File: src/rtl/fdcr_pkg.sv
package fdcr_pkg;

    // ====================================================
    // register offsets
    localparam logic [7:0] FDCR_OFS_TIMER = 8'h03;
    localparam logic [7:0] FDCR_OFS_LIMIT = 8'h04;
    localparam logic [7:0] FDCR_OFS_CAL = 8'h05;
    localparam logic [7:0] FDCR_OFS_VOLT = 8'h06;
    localparam logic [7:0] FDCR_RD_UNMAPPED = 8'h00;

    // ====================================================
    // reset values
    localparam logic [7:0] FDCR_RST_TIMER = 8'hC1;
    localparam logic [7:0] FDCR_RST_LIMIT = 8'h00;
    localparam logic [7:0] FDCR_RST_CAL = 8'h6A;
    localparam logic [7:0] FDCR_RST_VOLT = 8'h09;

    // ====================================================
    // field positions
    localparam int FDCR_B_DUR_LO = 5;
    localparam int FDCR_B_FAULT = 4;
    localparam int FDCR_B_RANGE = 3;
    localparam int FDCR_B_TRIG = 2;
    localparam int FDCR_B_STROBE = 1;
    localparam int FDCR_B_BLANK = 0;
    localparam int FDCR_B_SUPPLY = 7;
    localparam int FDCR_B_HEAT_LO = 5;
    localparam int FDCR_B_VALLEY = 4;
    localparam int FDCR_B_CALIB = 7;
    localparam int FDCR_B_PSAVE = 6;
    localparam int FDCR_B_DIR = 5;
    localparam int FDCR_B_GPIO = 4;
    localparam int FDCR_B_GTYPE = 3;
    localparam int FDCR_B_HDR = 4;

    // ====================================================
    // operating modes
    localparam logic [1:0] FDCR_MODE_OFF = 2'h0;
    localparam logic [1:0] FDCR_MODE_DC = 2'h1;
    localparam logic [1:0] FDCR_MODE_FLASH = 2'h2;
    localparam logic [1:0] FDCR_MODE_VOLT = 2'h3;

    typedef enum logic [1:0] {
        FDCR_LIM_250, FDCR_LIM_500, FDCR_LIM_1250, FDCR_LIM_1750
    } fdcr_limit_t;

    // ====================================================
    // timing: safety timer counts 0.1 ms ticks
    localparam int FDCR_CLK_PERIOD_NS = 50;
    localparam int FDCR_TICK_TIME_NS = 100000;
    localparam int FDCR_TICK_CYCLES = FDCR_TICK_TIME_NS / FDCR_CLK_PERIOD_NS;
    localparam int FDCR_PWM_PERIOD = 1000;

    // durations in 0.1 ms, index {range, code}
    function automatic logic [13:0] fdcr_duration(input logic [3:0] sel);
        logic [13:0] d;
        unique case (sel)
            4'h0: d = 14'd682;
            4'h1: d = 14'd1022;
            4'h2: d = 14'd1363;
            4'h3: d = 14'd1704;
            4'h4: d = 14'd2045;
            4'h5: d = 14'd3408;
            4'h6: d = 14'd5793;
            4'h7: d = 14'd8520;
            4'h8: d = 14'd53;
            4'h9: d = 14'd107;
            4'hA: d = 14'd160;
            4'hB: d = 14'd213;
            4'hC: d = 14'd266;
            4'hD: d = 14'd320;
            4'hE: d = 14'd373;
            4'hF: d = 14'd2077;
        endcase
        return d;
    endfunction

    // dimming duty in tenths of a percent
    function automatic logic [9:0] fdcr_duty(input logic [2:0] sel);
        logic [9:0] d;
        unique case (sel)
            3'h0: d = 10'd8;
            3'h1: d = 10'd16;
            3'h2: d = 10'd23;
            3'h3: d = 10'd31;
            3'h4: d = 10'd39;
            3'h5: d = 10'd47;
            3'h6: d = 10'd63;
            3'h7: d = 10'd86;
        endcase
        return d;
    endfunction

    // analog status in
    typedef struct packed {
        logic led_fault;
        logic in_regulation;
        logic [1:0] die_heat;
        logic headroom_ok;
        logic cal_done;
        logic [3:0] cal_result;
    } fdcr_status_t;

endpackage

File: src/rtl/fdcr_regs.sv
`timescale 1ns/1ps
// Contract
// - safety timeout from 3-bit code and range bit.
// - LED fault flag set on fault, cleared by read.
// - timeout flag set on expiry, cleared on restart.
// - trigger bit picks level or edge, mode 10 only.
// - write 1 starts strobe; reads 1 while active.
// - blank enable with blank pin cuts current.
// - blank bit reports pin events since last read.
// - supply bit routes power-good or GPIO value.
// - die heat field held until read.
// - valley bit writable only before leaving shutdown.
// - valley 250/500 with select and blank high, else 1250/1750.
// - privacy codes 1-3, 5-7 drive lamp; 0, 4 off.
// - codes 5-7 pull output low; select low only.
// - codes 8-15 PWM-dim; mode 01, DC pin low only.
// - calibration bit enables; reads 0 running, 1 done.
// - power-save bit enables light-load saving.
// - shared bit reads DC pin; write sets GPIO direction.
// - GPIO value bit; type picks push-pull or open drain.
// - channel bits enable their LED inputs.
// - headroom bit captured at end of strobe.
// - voltage code reads cal result; write sets target.
// - mode code: shutdown, DC light, flash, voltage.
module fdcr_regs
    import fdcr_pkg::*;
#(
    parameter int TICK_CYCLES = FDCR_TICK_CYCLES
) (
    // clock and control
    input wire logic clk,
    input wire logic sys_rst,
    input wire logic clk_en,
    // register access
    input wire logic [7:0] reg_addr,
    input wire logic reg_wr,
    input wire logic [7:0] reg_wdata,
    input wire logic reg_rd,
    output logic [7:0] reg_rdata,
    // device context and pins
    input wire logic [1:0] mode_code,
    input wire logic voltage_mode_force,
    input wire logic flash_sync_pin,
    input wire logic blank_pin,
    input wire logic high_current_select_pin,
    input wire logic dc_light_enable_pin,
    input wire logic gpio_in,
    input wire fdcr_status_t status_in,
    // controls out
    output logic strobe_active,
    output logic blank_reduce,
    output fdcr_limit_t valley_limit,
    output logic [1:0] privacy_lamp_level,
    output logic privacy_pull_down,
    output logic pwm_dim,
    output logic calibration_enable,
    output logic light_load_saving_enable,
    output logic [2:0] channel_on,
    output logic [3:0] target_voltage_code,
    output logic voltage_mode_active,
    // gpio pin
    output logic gpio_out,
    output logic gpio_oe
);

    // ====================================================
    // decode
    logic wr3, wr4, wr5, wr6, rd3, rd4;
    assign wr3 = clk_en && reg_wr && reg_addr == FDCR_OFS_TIMER;
    assign wr4 = clk_en && reg_wr && reg_addr == FDCR_OFS_LIMIT;
    assign wr5 = clk_en && reg_wr && reg_addr == FDCR_OFS_CAL;
    assign wr6 = clk_en && reg_wr && reg_addr == FDCR_OFS_VOLT;
    assign rd3 = clk_en && reg_rd && reg_addr == FDCR_OFS_TIMER;
    assign rd4 = clk_en && reg_rd && reg_addr == FDCR_OFS_LIMIT;

    // ====================================================
    // writable fields
    logic [2:0] safety_duration_code;
    logic safety_range_select, timer_trigger_edge, blank_enable;
    logic supply_ok_route, valley_limit_select, gpio_dir, gpio_drive_type;
    logic [3:0] privacy_light_code;
    logic left_shutdown;

    always_ff @(posedge clk) begin
        if (sys_rst) begin
            safety_duration_code <= FDCR_RST_TIMER[FDCR_B_DUR_LO +: 3];
            safety_range_select <= FDCR_RST_TIMER[FDCR_B_RANGE];
            timer_trigger_edge <= FDCR_RST_TIMER[FDCR_B_TRIG];
            blank_enable <= FDCR_RST_TIMER[FDCR_B_BLANK];
        end else if (wr3) begin
            safety_duration_code <= reg_wdata[FDCR_B_DUR_LO +: 3];
            safety_range_select <= reg_wdata[FDCR_B_RANGE];
            timer_trigger_edge <= reg_wdata[FDCR_B_TRIG];
            blank_enable <= reg_wdata[FDCR_B_BLANK];
        end
    end

    always_ff @(posedge clk) begin
        if (sys_rst) begin
            left_shutdown <= 1'b0;
        end else if (clk_en && mode_code != FDCR_MODE_OFF) begin
            left_shutdown <= 1'b1;
        end
    end

    always_ff @(posedge clk) begin
        if (sys_rst) begin
            supply_ok_route <= FDCR_RST_LIMIT[FDCR_B_SUPPLY];
            valley_limit_select <= FDCR_RST_LIMIT[FDCR_B_VALLEY];
            privacy_light_code <= FDCR_RST_LIMIT[3:0];
        end else if (wr4) begin
            supply_ok_route <= reg_wdata[FDCR_B_SUPPLY];
            privacy_light_code <= reg_wdata[3:0];
            if (!left_shutdown) begin
                valley_limit_select <= reg_wdata[FDCR_B_VALLEY];
            end
        end
    end

    logic gpio_value;
    always_ff @(posedge clk) begin
        if (sys_rst) begin
            light_load_saving_enable <= FDCR_RST_CAL[FDCR_B_PSAVE];
            gpio_dir <= FDCR_RST_CAL[FDCR_B_DIR];
            gpio_drive_type <= FDCR_RST_CAL[FDCR_B_GTYPE];
            channel_on <= FDCR_RST_CAL[2:0];
            calibration_enable <= FDCR_RST_CAL[FDCR_B_CALIB];
        end else if (wr5) begin
            light_load_saving_enable <= reg_wdata[FDCR_B_PSAVE];
            gpio_dir <= reg_wdata[FDCR_B_DIR];
            gpio_drive_type <= reg_wdata[FDCR_B_GTYPE];
            channel_on <= reg_wdata[2:0];
            calibration_enable <= reg_wdata[FDCR_B_CALIB];
        end
    end

    // value follows pin while input
    always_ff @(posedge clk) begin
        if (sys_rst) begin
            gpio_value <= FDCR_RST_CAL[FDCR_B_GPIO];
        end else if (wr5) begin
            gpio_value <= reg_wdata[FDCR_B_GPIO];
        end else if (clk_en && !gpio_dir) begin
            gpio_value <= gpio_in;
        end
    end

    always_ff @(posedge clk) begin
        if (sys_rst) begin
            target_voltage_code <= FDCR_RST_VOLT[3:0];
        end else if (wr6) begin
            target_voltage_code <= reg_wdata[3:0];
        end
    end

    // ====================================================
    // calibration status and result
    logic cal_status;
    logic [3:0] cal_result;
    always_ff @(posedge clk) begin
        if (sys_rst) begin
            cal_status <= 1'b0;
            cal_result <= FDCR_RST_VOLT[3:0];
        end else if (clk_en) begin
            if (wr5 && reg_wdata[FDCR_B_CALIB]) begin
                cal_status <= 1'b0;
            end else if (calibration_enable && status_in.cal_done) begin
                cal_status <= 1'b1;
                cal_result <= status_in.cal_result;
            end
        end
    end

    // ====================================================
    // safety timer and strobe
    logic trig_prev, start_req, level_drop;
    logic [11:0] tick_cnt;
    logic [13:0] tick_total;
    logic expired;
    assign start_req = (wr3 && reg_wdata[FDCR_B_STROBE])
        || (mode_code == FDCR_MODE_FLASH && flash_sync_pin
            && (!timer_trigger_edge || !trig_prev));
    assign level_drop = mode_code == FDCR_MODE_FLASH
        && !timer_trigger_edge && trig_prev && !flash_sync_pin;
    assign expired = strobe_active && tick_total
        >= fdcr_duration({safety_range_select, safety_duration_code});

    always_ff @(posedge clk) begin
        if (sys_rst) begin
            trig_prev <= 1'b0;
        end else if (clk_en) begin
            trig_prev <= flash_sync_pin;
        end
    end

    logic timeout_flag, regulator_headroom_ok;
    always_ff @(posedge clk) begin
        if (sys_rst) begin
            strobe_active <= 1'b0;
            tick_cnt <= '0;
            tick_total <= '0;
            timeout_flag <= 1'b0;
            regulator_headroom_ok <= 1'b0;
        end else if (clk_en) begin
            if (start_req && !strobe_active) begin
                strobe_active <= 1'b1;
                tick_cnt <= '0;
                tick_total <= '0;
                timeout_flag <= 1'b0;
            end else if (strobe_active && (expired || level_drop)) begin
                strobe_active <= 1'b0;
                timeout_flag <= timeout_flag | expired;
                regulator_headroom_ok <= status_in.headroom_ok;
            end else if (strobe_active) begin
                if (tick_cnt == 12'(TICK_CYCLES - 1)) begin
                    tick_cnt <= '0;
                    tick_total <= tick_total + 14'd1;
                end else begin
                    tick_cnt <= tick_cnt + 12'd1;
                end
            end
        end
    end

    // ====================================================
    // read-to-clear flags, set wins
    logic led_fault_flag, blank_event;
    logic [1:0] die_heat_level;
    always_ff @(posedge clk) begin
        if (sys_rst) begin
            led_fault_flag <= 1'b0;
            blank_event <= 1'b0;
        end else if (clk_en) begin
            led_fault_flag <= status_in.led_fault
                || (led_fault_flag && !rd3);
            blank_event <= blank_pin || (blank_event && !rd3);
        end
    end

    always_ff @(posedge clk) begin
        if (sys_rst) begin
            die_heat_level <= 2'h0;
        end else if (clk_en) begin
            if (rd4 || status_in.die_heat > die_heat_level) begin
                die_heat_level <= status_in.die_heat;
            end
        end
    end

    // ====================================================
    // read data
    always_ff @(posedge clk) begin
        if (sys_rst) begin
            reg_rdata <= FDCR_RD_UNMAPPED;
        end else if (clk_en && reg_rd) begin
            unique case (reg_addr)
                FDCR_OFS_TIMER: reg_rdata <= {safety_duration_code,
                    led_fault_flag, timeout_flag, timer_trigger_edge,
                    strobe_active, blank_event};
                FDCR_OFS_LIMIT: reg_rdata <= {status_in.in_regulation,
                    die_heat_level, valley_limit_select,
                    privacy_light_code};
                FDCR_OFS_CAL: reg_rdata <= {cal_status,
                    light_load_saving_enable, dc_light_enable_pin,
                    gpio_value, gpio_drive_type, channel_on};
                FDCR_OFS_VOLT: reg_rdata <= {3'h0,
                    regulator_headroom_ok, cal_result};
                default: reg_rdata <= FDCR_RD_UNMAPPED;
            endcase
        end
    end

    // ====================================================
    // analog control outputs
    always_ff @(posedge clk) begin
        if (sys_rst) begin
            blank_reduce <= 1'b0;
            valley_limit <= FDCR_LIM_1250;
            voltage_mode_active <= 1'b0;
        end else if (clk_en) begin
            blank_reduce <= blank_enable && blank_pin;
            voltage_mode_active <= mode_code == FDCR_MODE_VOLT
                || voltage_mode_force;
            if (high_current_select_pin && blank_pin) begin
                valley_limit <= valley_limit_select ? FDCR_LIM_500
                    : FDCR_LIM_250;
            end else begin
                valley_limit <= valley_limit_select ? FDCR_LIM_1750
                    : FDCR_LIM_1250;
            end
        end
    end

    // privacy lamp, codes below 8
    logic lamp_allowed;
    assign lamp_allowed = !privacy_light_code[3]
        && !(privacy_light_code[2] && high_current_select_pin);
    always_ff @(posedge clk) begin
        if (sys_rst) begin
            privacy_lamp_level <= 2'h0;
            privacy_pull_down <= 1'b0;
        end else if (clk_en) begin
            privacy_lamp_level <= lamp_allowed
                ? privacy_light_code[1:0] : 2'h0;
            privacy_pull_down <= lamp_allowed && privacy_light_code[2]
                && privacy_light_code[1:0] != 2'h0;
        end
    end

    // dimming pwm for codes 8 to 15
    logic [9:0] pwm_cnt;
    always_ff @(posedge clk) begin
        if (sys_rst) begin
            pwm_cnt <= '0;
            pwm_dim <= 1'b0;
        end else if (clk_en) begin
            pwm_cnt <= (pwm_cnt == 10'(FDCR_PWM_PERIOD - 1))
                ? 10'd0 : pwm_cnt + 10'd1;
            pwm_dim <= privacy_light_code[3]
                && mode_code == FDCR_MODE_DC && !dc_light_enable_pin
                && pwm_cnt < fdcr_duty(privacy_light_code[2:0]);
        end
    end

    // ====================================================
    // gpio pin drive
    logic gpio_src;
    assign gpio_src = supply_ok_route ? gpio_value
        : status_in.in_regulation;
    always_ff @(posedge clk) begin
        if (sys_rst) begin
            gpio_out <= 1'b0;
            gpio_oe <= 1'b0;
        end else if (clk_en) begin
            gpio_out <= gpio_drive_type ? 1'b0 : gpio_src;
            gpio_oe <= gpio_dir && (!gpio_drive_type || !gpio_src);
        end
    end

endmodule

File: config.mk
export PLATFORM = sky130hd
export DESIGN_NAME = fdcr_regs
export DESIGN_NICKNAME = d
export VERILOG_FILES = /design/src/rtl/fdcr_pkg.sv /design/src/rtl/fdcr_regs.sv
export SDC_FILE = /design/constraint.sdc
export NUM_CORES = 1
export LEC_CHECK = 0
export BUFFER_PORTS_ARGS = -buffer_cell sky130_fd_sc_hd__buf_2
export CAP_MARGIN = 10
export CORE_MARGIN = 10
export CORE_UTILIZATION = 53
export DETAILED_ROUTE_END_ITERATION = 8
export PLACE_DENSITY = 0.82
export SLEW_MARGIN = 20
export SYNTH_ARGS = -nofsm -noshare
export SYNTH_HDL_FRONTEND = slang
export SYNTH_SLANG_ARGS = --single-unit
File: constraint.sdc
create_clock -name clk -period 2.5 [get_ports clk]
set_clock_uncertainty 0.1 [all_clocks]
set_input_delay 0 -clock clk [delete_from_list [all_inputs] [get_ports clk]]
set_output_delay 0 -clock clk [all_outputs]
set_load 0.02 [all_outputs]
Word level (Yosys, flattened, before mapping)
Memories as Yosys holds them, arrays and structs flattened. A register that Yosys moved wholly into a read port is not among the register bits.
Cells that the tools add are included.
- bits in registers: 92
- bits in read-only memories: 280
- input bits: 39
- output and inout bits: 28
- memories: 2
- memory list (memory ; words ; bits a word ; rd ports ; clocked after Yosys merged registers in ; write ports ; line ; RTL):
    (name not given) ; 16 ; 14 ; 1 ; 1 ; 0 ; fdcr_pkg.sv:57 ; unique case (sel)
    (name not given) ; 8 ; 7 ; 1 ; 1 ; 0 ; fdcr_pkg.sv:81 ; unique case (sel)
- add/subtract/negate cells: 3
- magnitude comparators: 3
- equality and inequality tests: 10
- multiplexer cells: 30
- bitwise logic cells: 4
- reduce and logical (&&, ||, !) cells: 67
- operators by type and width (kind ; number):
    $mux W14 ; 4
    $mux W12 ; 4
    $logic_and A1 B1 Y1 ; 33
    $pmux W8 S4 ; 1
    $mux W10 ; 3
    $eq A8 B3 Y1 const B ; 3
    $add A14 B1 Y14 const B ; 1
    $ge A14 B14 Y1 ; 1
    $reduce_bool A2 Y1 ; 7
    $add A12 B1 Y12 const B ; 1
    $eq A12 B11 Y1 const B ; 1
    $mux W1 ; 12
    $logic_not A1 Y1 ; 11
    $add A10 B1 Y10 const B ; 1
    $eq A10 B10 Y1 const B ; 1
    $lt A10 B10 Y1 ; 1
    $reduce_and A3 Y1 ; 3
    $eq A8 B2 Y1 const B ; 1
    $logic_or A1 B1 Y1 ; 8
    $mux W4 ; 2
    $reduce_and A2 Y1 ; 4
    $mux W3 ; 2
    $eq A2 B2 Y1 const B ; 2
    $mux W2 ; 2
    6 further kinds ; 8

Longest topological paths before layout
Gate-level depths: netlist (run 1).
- word-level depth: 8
- mapped depth: 10

Least setup slack after synthesis (run 1)
Ideal clock, no wire load.
- kind: input port to flip-flop
- from: input port reg_addr[7]
- to: register with a tool-made name
- arrival time: 2.293 ns
- data required time: 2.328 ns
- slack: 0.035 ns
- stages: 9
- cell sequence: or4_1 buf_6 nor3_2 mux2i_1 nor2_2 inv_1 ha_1 mux2i_1 xor2_1
- RTL lines (item ; line ; RTL):
    from (decl) ; fdcr_regs.sv:35 ; input wire logic [7:0] reg_addr,

Worst setup path in the final report (run 1)
- from: register tick_cnt[0]
- to: register tick_total[4]
- word-level cells in the longest chain between the ends: 3
- ends and longest elaborated chain (item ; line ; RTL):
    from (decl) ; fdcr_regs.sv:177 ; logic [11:0] tick_cnt;
    from (signal assigned) ; fdcr_regs.sv:219 ; tick_cnt <= tick_cnt + 12'd1;
    $eq A12 B11 Y1 ; fdcr_regs.sv:215 ; if (tick_cnt == 12'(TICK_CYCLES - 1)) begin
    $reduce_bool A2 Y1 (no source line) ; -- ;
    $reduce_and A4 Y1 (no source line) ; -- ;
    to (signal assigned) ; fdcr_regs.sv:217 ; tick_total <= tick_total + 14'd1;
    to (decl) ; fdcr_regs.sv:178 ; logic [13:0] tick_total;
No other way between the ends.
A chain may end at the register's enable or synchronous reset.

==> impl_metrics.json, run 1 <==
{
  "layout_commonest_cell": "dfxtp_1",
  "reg2reg_slack_ps": 40,
  "power_switching_uw": 868,
  "final_area_sq_um": 7440,
  "ys_async_sr_fraction": 0,
  "dr.pass1.iters": 6,
  "synth_top_area_share": 0.382,
  "max_stage_delay_ps": 510,
  "h-tree-depth": 3,
  "hold_depth": 5,
  "final.min_clock_period_ps": 2460,
  "reg2reg_from": "tick_cnt[0]",
  "pin_count": 67,
  "slew_headroom": 0.511,
  "grt_max_degree": 38,
  "drt_iter0_drc": 536,
  "drive_gt1_frac": 0.229,
  "die_h_microns": 125,
  "syn_nets": 757,
  "viasPerCell": 6.32,
  "clock-sinks": 112,
  "final_nets": 894,
  "critical_path_required_ps": 2690,
  "r2r_end": "tick_total[4]",
  "critPathTopFamily": "simple AND/OR/NAND/NOR gates",
  "layout_common_cells": "dfxtp_1, nor2_1, buf_2",
  "ir_drop_v": 0.000322,
  "maxCapViolations": 0,
  "clock_power_share": 0.379,
  "outcome": "complete, no violations",
  "drt_wl_total_mm": 18.6,
  "syn_area_sq_um": 5870,
  "dpl_cell_area_sq_um": 6650,
  "crit_chain": "ha_4 > nand3_2 > or4_4 > o211ai_1 > nand2_2 > or4_4 > o32ai_2",
  "endpoint_kind": "flop",
  "overflow": 0,
  "grt_pass1_vias": 5918,
  "antennaDiodeCount": 0,
  "crit_type": "reg2reg",
  "clk_pin_slew_ps": 120,
  "tightestPinTransition_ps": 734,
  "clockRootBuffer": "clkbuf_8",
  "synth_ff_type": "dfxtp_1",
  "synth_edf_count": 0,
  "period_share": 0.983,
  "yosys_warnings": 0,
  "power_frac_comb": 0.082,
  "vias": 6114,
  "clkLatencyLatePin_ps": 390,
  "cts_buffer_depth": 2,
  "min_from": "status_in[4]",
  "die-width_microns": 125,
  "cp.arrival_ps": 2650,
  "p_per_area_nw_per_um2": 454,
  "setup_viol": 0,
  "min_path_type": "in2reg",
  "cp_max_fo": 7,
  "area_growth_syn_to_layout_pct": 26.8,
  "holdWs_ps": 68.6,
  "grt_first_pass_wirelength_mm": 29.8,
  "p_seq_frac": 0.540,
  "critPathSlowestCell": "or4_4",
  "start_util": 0.541,
  "netlist_instances": 685,
  "start_kind": "flop",
  "drc": 0,
  "ys_seq_area_frac": 0.382,
  "syn_avg_cell_area_sq_um": 8.57,
  "max_freq_ghz": 0.407,
  "crit_buf_inv": 0,
  "dieArea_sq_um": 15700,
  "place_hpwl_mm": 12.4,
  "power_leakage_nw": 2.97,
  "power_mw": 3.38,
  "p_int_mw": 2.51,
  "hold_viol": 0,
  "antenna_found_initial": 0,
  "worst_path_most_repeated_cell": "or4_4",
  "report.final.slew_viol_count": 0,
  "cts_buffers": 9,
  "port-buffer-count": 66,
  "core-area_sq_um": 10800,
  "ant_nets": 0,
  "cts_tree": "built",
  "wl_per_cell_microns": 19.2,
  "synth_largest_area_cell": "dfxtp_1",
  "gp_congestion": 0.900,
  "grt_usage": 0.222,
  "rows": 38,
  "worstHoldEndpoint": "cal_result[0]",
  "synthTopCellsByArea": "dfxtp_1, ha_1, mux2i_1, nor2_1, a21oi_1",
  "ff2ff_path_depth": 7,
  "p_sw_frac": 0.257,
  "synth.distinct_cells": 72,
  "ys_ff_latch": 112
}
-- worst max path at each step --
stage                   startpoint       endpoint  slack, ps  cells past startpoint
floorplan              reg_addr[7]           flop         30                      9
global placement       reg_addr[7]  tick_total[4]         40                      8
detailed placement  tick_total[12]    tick_cnt[1]        -70                      8
CTS                    tick_cnt[0]  tick_total[4]          2                      7
global route           tick_cnt[0]  tick_total[2]        -30                      7
finish                 tick_cnt[0]  tick_total[4]         40                      7
-- layer usage --
metal | GRT usage | part of all wire | vias to the layer above
met2 | 0.366 | 0.48 | 365
met1 | 0.268 | 0.39 | 2887
met5 | 0 | 0 | -
met4 | 0.117 | 0.034 | 0
li1 | - | - | 2801
met3 | 0.0444 | 0.092 | 61
-- cell families (layout without fill, tap and decap cells) --
group / count (synthesis) / count (layout) / share of synthesized area
and+or+nand+nor: 253 / 253 / 0.223
AOI/OAI and AO/OA: 169 / 169 / 0.200
DFF: 112 / 112 / 0.382
buffers and inverters: 73 / 215 / 0.0503
adders and majority gates: 33 / 33 / 0.0703
muxes: 33 / 33 / 0.0571
xor gates and xnor gates: 12 / 12 / 0.0179
-- what timing repair did --
action	in CTS	in global routing
pin swaps	2	8
hold buffers	33	1
resized for setup	8	33
endpoints found under the setup margin	11	26
endpoints found under the hold margin	45	1
buffers inserted	2	3
-- cell usage after synthesis (4+ instances only) --
library cell  number
and3_1             7
a31oi_1            7
ha_1              33
o32ai_1            4
nand4_1           17
a211oi_1           6
o41ai_1            8
xnor2_1            5
mux2i_1           32
a22oi_1           16
a21oi_1           45
nand3b_1           4
clkbuf_1          24
nand2_1           59
nor3_1            17
a21o_1             4
and4_1             4
o211ai_1           8
nor3b_1            5
nor2_1            68
inv_1             36
o311ai_0          11
dfxtp_1          112
o31ai_1           12
o21ai_0           18
buf_2              4
buf_1              5
xor2_1             7
nand3_1           22
nor4_1            12
nand2b_1           7
or4_1              4
-- worst register-to-register path, cell delays in order (launching register included) --
cell and delay [ps]:
dfxtp_2 390, ha_4 150, nand3_2 80, or4_4 440, o211ai_1 280, nand2_2 190, or4_4 510, o32ai_2 210
-- power by group through the flow --
stage / clock, mW / sequential, mW / combinational (mW)
2_1_floorplan: 0 / 1.86 / 0.118
3_3_place_gp: 0 / 1.86 / 0.208
3_5_place_dp: 0 / 1.86 / 0.217
4_1_cts: 1.27 / 1.82 / 0.258
5_1_grt: 1.36 / 1.82 / 0.296
6_report: 1.28 / 1.82 / 0.277
-- through the flow --
stage,TNS (ps),utilization,instances,setup WS (ps)
after floorplan,0,-,685,34.7
after global placement,0,0.613,912,36.7
after detailed placement,-165,0.613,912,-67.5
after CTS,0,0.669,963,2.20
after global routing,-98.1,0.686,967,-29.5
final,0,0.686,967,43.0
-- layout make-up --
class,count,area (sq um)
Multi-Input combinational cell,500,3500
Fill cell,776,3400
Sequential cell,112,2250
Timing Repair Buffer,162,1140
Tap cell,140,175
Inverter,37,139
Clock buffer,9,124
Clock inverter,7,114
No activity file was read; power rests on OpenSTA's default activity.
==> run 2: changes to the inputs <==
--- a/config.mk
+++ b/config.mk
@@ -10,7 +10,7 @@
 export CORE_MARGIN = 10
 export CORE_UTILIZATION = 53
 export DETAILED_ROUTE_END_ITERATION = 8
-export PLACE_DENSITY = 0.82
+export PLACE_DENSITY = 0.76
 export SLEW_MARGIN = 20
 export SYNTH_ARGS = -nofsm -noshare
 export SYNTH_HDL_FRONTEND = slang
==> constraint.sdc (replaced) <==
create_clock -name clk -period 2.5 [get_ports clk]
set_clock_uncertainty 0.1 [all_clocks]
set_input_delay 0.125 -clock clk [delete_from_list [all_inputs] [get_ports clk]]
set_output_delay 0.125 -clock clk [all_outputs]
set_load 0.02 [all_outputs]
==> impl_metrics.json, run 2 (same netlist as run 1, synthesis figures left out) <==
{
  "outcome": "complete, no violations",
  "cp.arrival_ps": 2630,
  "power_switching_uw": 863,
  "critPathSlowestCell": "a221o_1",
  "die_h_microns": 125,
  "slew_headroom": 0.541,
  "antennaDiodeCount": 0,
  "p_int_mw": 2.50,
  "dieArea_sq_um": 15700,
  "maxCapViolations": 0,
  "crit_chain": "inv_1 > ha_1 > nand4_1 > o21ai_0 > a221o_1 > o21a_1 > buf_12 > o311a_1 > a41o_1",
  "rsz0062_at_grt": "no",
  "utilization": 0.671,
  "core-area_sq_um": 10800,
  "ff2ff_path_depth": 9,
  "layout_commonest_cell": "dfxtp_1",
  "crit_type": "reg2reg",
  "ir_drop_v": 0.000392,
  "route.met2.wl_mm": 8.31,
  "post_cts_buffers": 0,
  "top_layer_used": "met4",
  "setup_viol": 0,
  "power_frac_comb": 0.079,
  "tightestPinTransition_ps": 689,
  "clkLatencyLatePin_ps": 410,
  "hold_viol": 0,
  "place_hpwl_mm": 12.4,
  "die-width_microns": 125,
  "critical_path_required_ps": 2700,
  "wl_met1_mm": 7.46,
  "clk_pin_slew_ps": 120,
  "start_util": 0.541,
  "overflow": 0,
  "viasPerCell": 6.09,
  "wl_per_cell_microns": 18.0,
  "start_kind": "flop",
  "endpoint_kind": "flop",
  "max_freq_ghz": 0.412,
  "grt_usage": 0.212,
  "grt_pass1_vias": 5794,
  "power_leakage_nw": 2.94,
  "clockRootBuffer": "clkbuf_8",
  "vias": 5820,
  "cp_max_fo": 14,
  "period_share": 0.970,
  "p_per_area_nw_per_um2": 462,
  "cts_buffer_depth": 2,
  "drive_gt1_frac": 0.213,
  "final_nets": 883,
  "rows": 38,
  "ant_nets": 0,
  "grt_max_degree": 31,
  "antenna_found_initial": 0,
  "reg2reg_slack_ps": 70,
  "drt_iter0_drc": 407,
  "gp_congestion": 0.891,
  "min_path_type": "in2reg",
  "drt_wl_total_mm": 17.2,
  "h-tree-depth": 3,
  "min_from": "mode_code[1]",
  "clock-sinks": 112,
  "pin_count": 67,
  "crit_cells": 9,
  "clock_power_share": 0.380,
  "cts_buffers": 9,
  "drc": 0,
  "area_growth_syn_to_layout_pct": 23.9,
  "report.final.slew_viol_count": 0,
  "dr.pass1.iters": 5,
  "cts_tree": "built",
  "worst_slack_ps": 74.5,
  "crit_buf_inv": 2,
  "grt_first_pass_wirelength_mm": 28.4,
  "p_sw_frac": 0.257,
  "power_mw": 3.36,
  "place_ws_ps": -42.3,
  "p_seq_frac": 0.540,
  "port-buffer-count": 66,
  "hold_depth": 3,
  "layout_common_cells": "dfxtp_1, nor2_1, buf_2",
  "final.min_clock_period_ps": 2430,
  "wl_met3_mm": 1.19,
  "critPathTopFamily": "compound AO/OA/AOI/OAI gates",
  "max_stage_delay_ps": 360
}
run 2: changes by cell type in the layout (fill, tap and decap cells not counted), moves of 3 or more:
cell / before / now
dfxtp_1: 107 / 110
o41ai_1: 1 / 5
buf_4: 61 / 57
dlygate4sd3_1: 34 / 25
dfxtp_2: 5 / 2
o41ai_2: 7 / 3
o311ai_0: 2 / 6
o311ai_1: 8 / 5
run 2: worst reg2reg max path: stages (launching register included):
cell	delay [ps]
dfxtp_1	340
inv_1	50
ha_1	280
nand4_1	120
o21ai_0	120
a221o_1	360
o21a_1	250
buf_12	170
o311a_1	330
a41o_1	200
run 2: layer usage:
metal  track usage  up-vias
met5             0        -
met4        0.0583        0
met3        0.0570       25
met2         0.357      214
met1         0.261     2796
li1              -     2785
run 2: repair_timing:
action,4_1_cts,5_1_grt
gates resized for setup,2,20
pin swaps,0,6
hold endpoints to repair,32,0
cloned,0,0
hold buffers,25,0
endpoints found under the setup margin,3,18
run 2: area by class of cell:
| cell class | count | area, sq um |
|---|---|---|
| fillers | 872 | 3570 |
| inverters | 37 | 139 |
| multi-input cells | 500 | 3420 |
| repair buffers | 151 | 1060 |
| flip-flops and latches | 112 | 2240 |
| clock buffers | 9 | 124 |
| clock inverters | 7 | 108 |
| well taps | 140 | 175 |
run 2: per-stage QoR:
step	area (sq um)	hold WS (ps)	instances	TNS (ps)
5_1_grt	7270	42.5	956	0
3_3_place_gp	6710	241	915	0
4_1_cts	7190	7.70	956	0
2_1_floorplan	5880	136	685	0
3_5_place_dp	6710	250	915	-42.3
6_report	7270	16.4	956	0
run 2: power by group through the flow:
stage	sequential, mW	clock [mW]	combinational [mW]
floorplan	1.86	0	0.119
global placement	1.86	0	0.220
detailed placement	1.86	0	0.229
CTS	1.82	1.30	0.259
global route	1.82	1.35	0.290
finish	1.82	1.28	0.267
run 2: path summary, 6_finish.rpt:
check	end
worst min register to register	left_shutdown
worst min-delay path	left_shutdown
worst max-delay path	tick_cnt[8]
worst max register to register	tick_cnt[8]
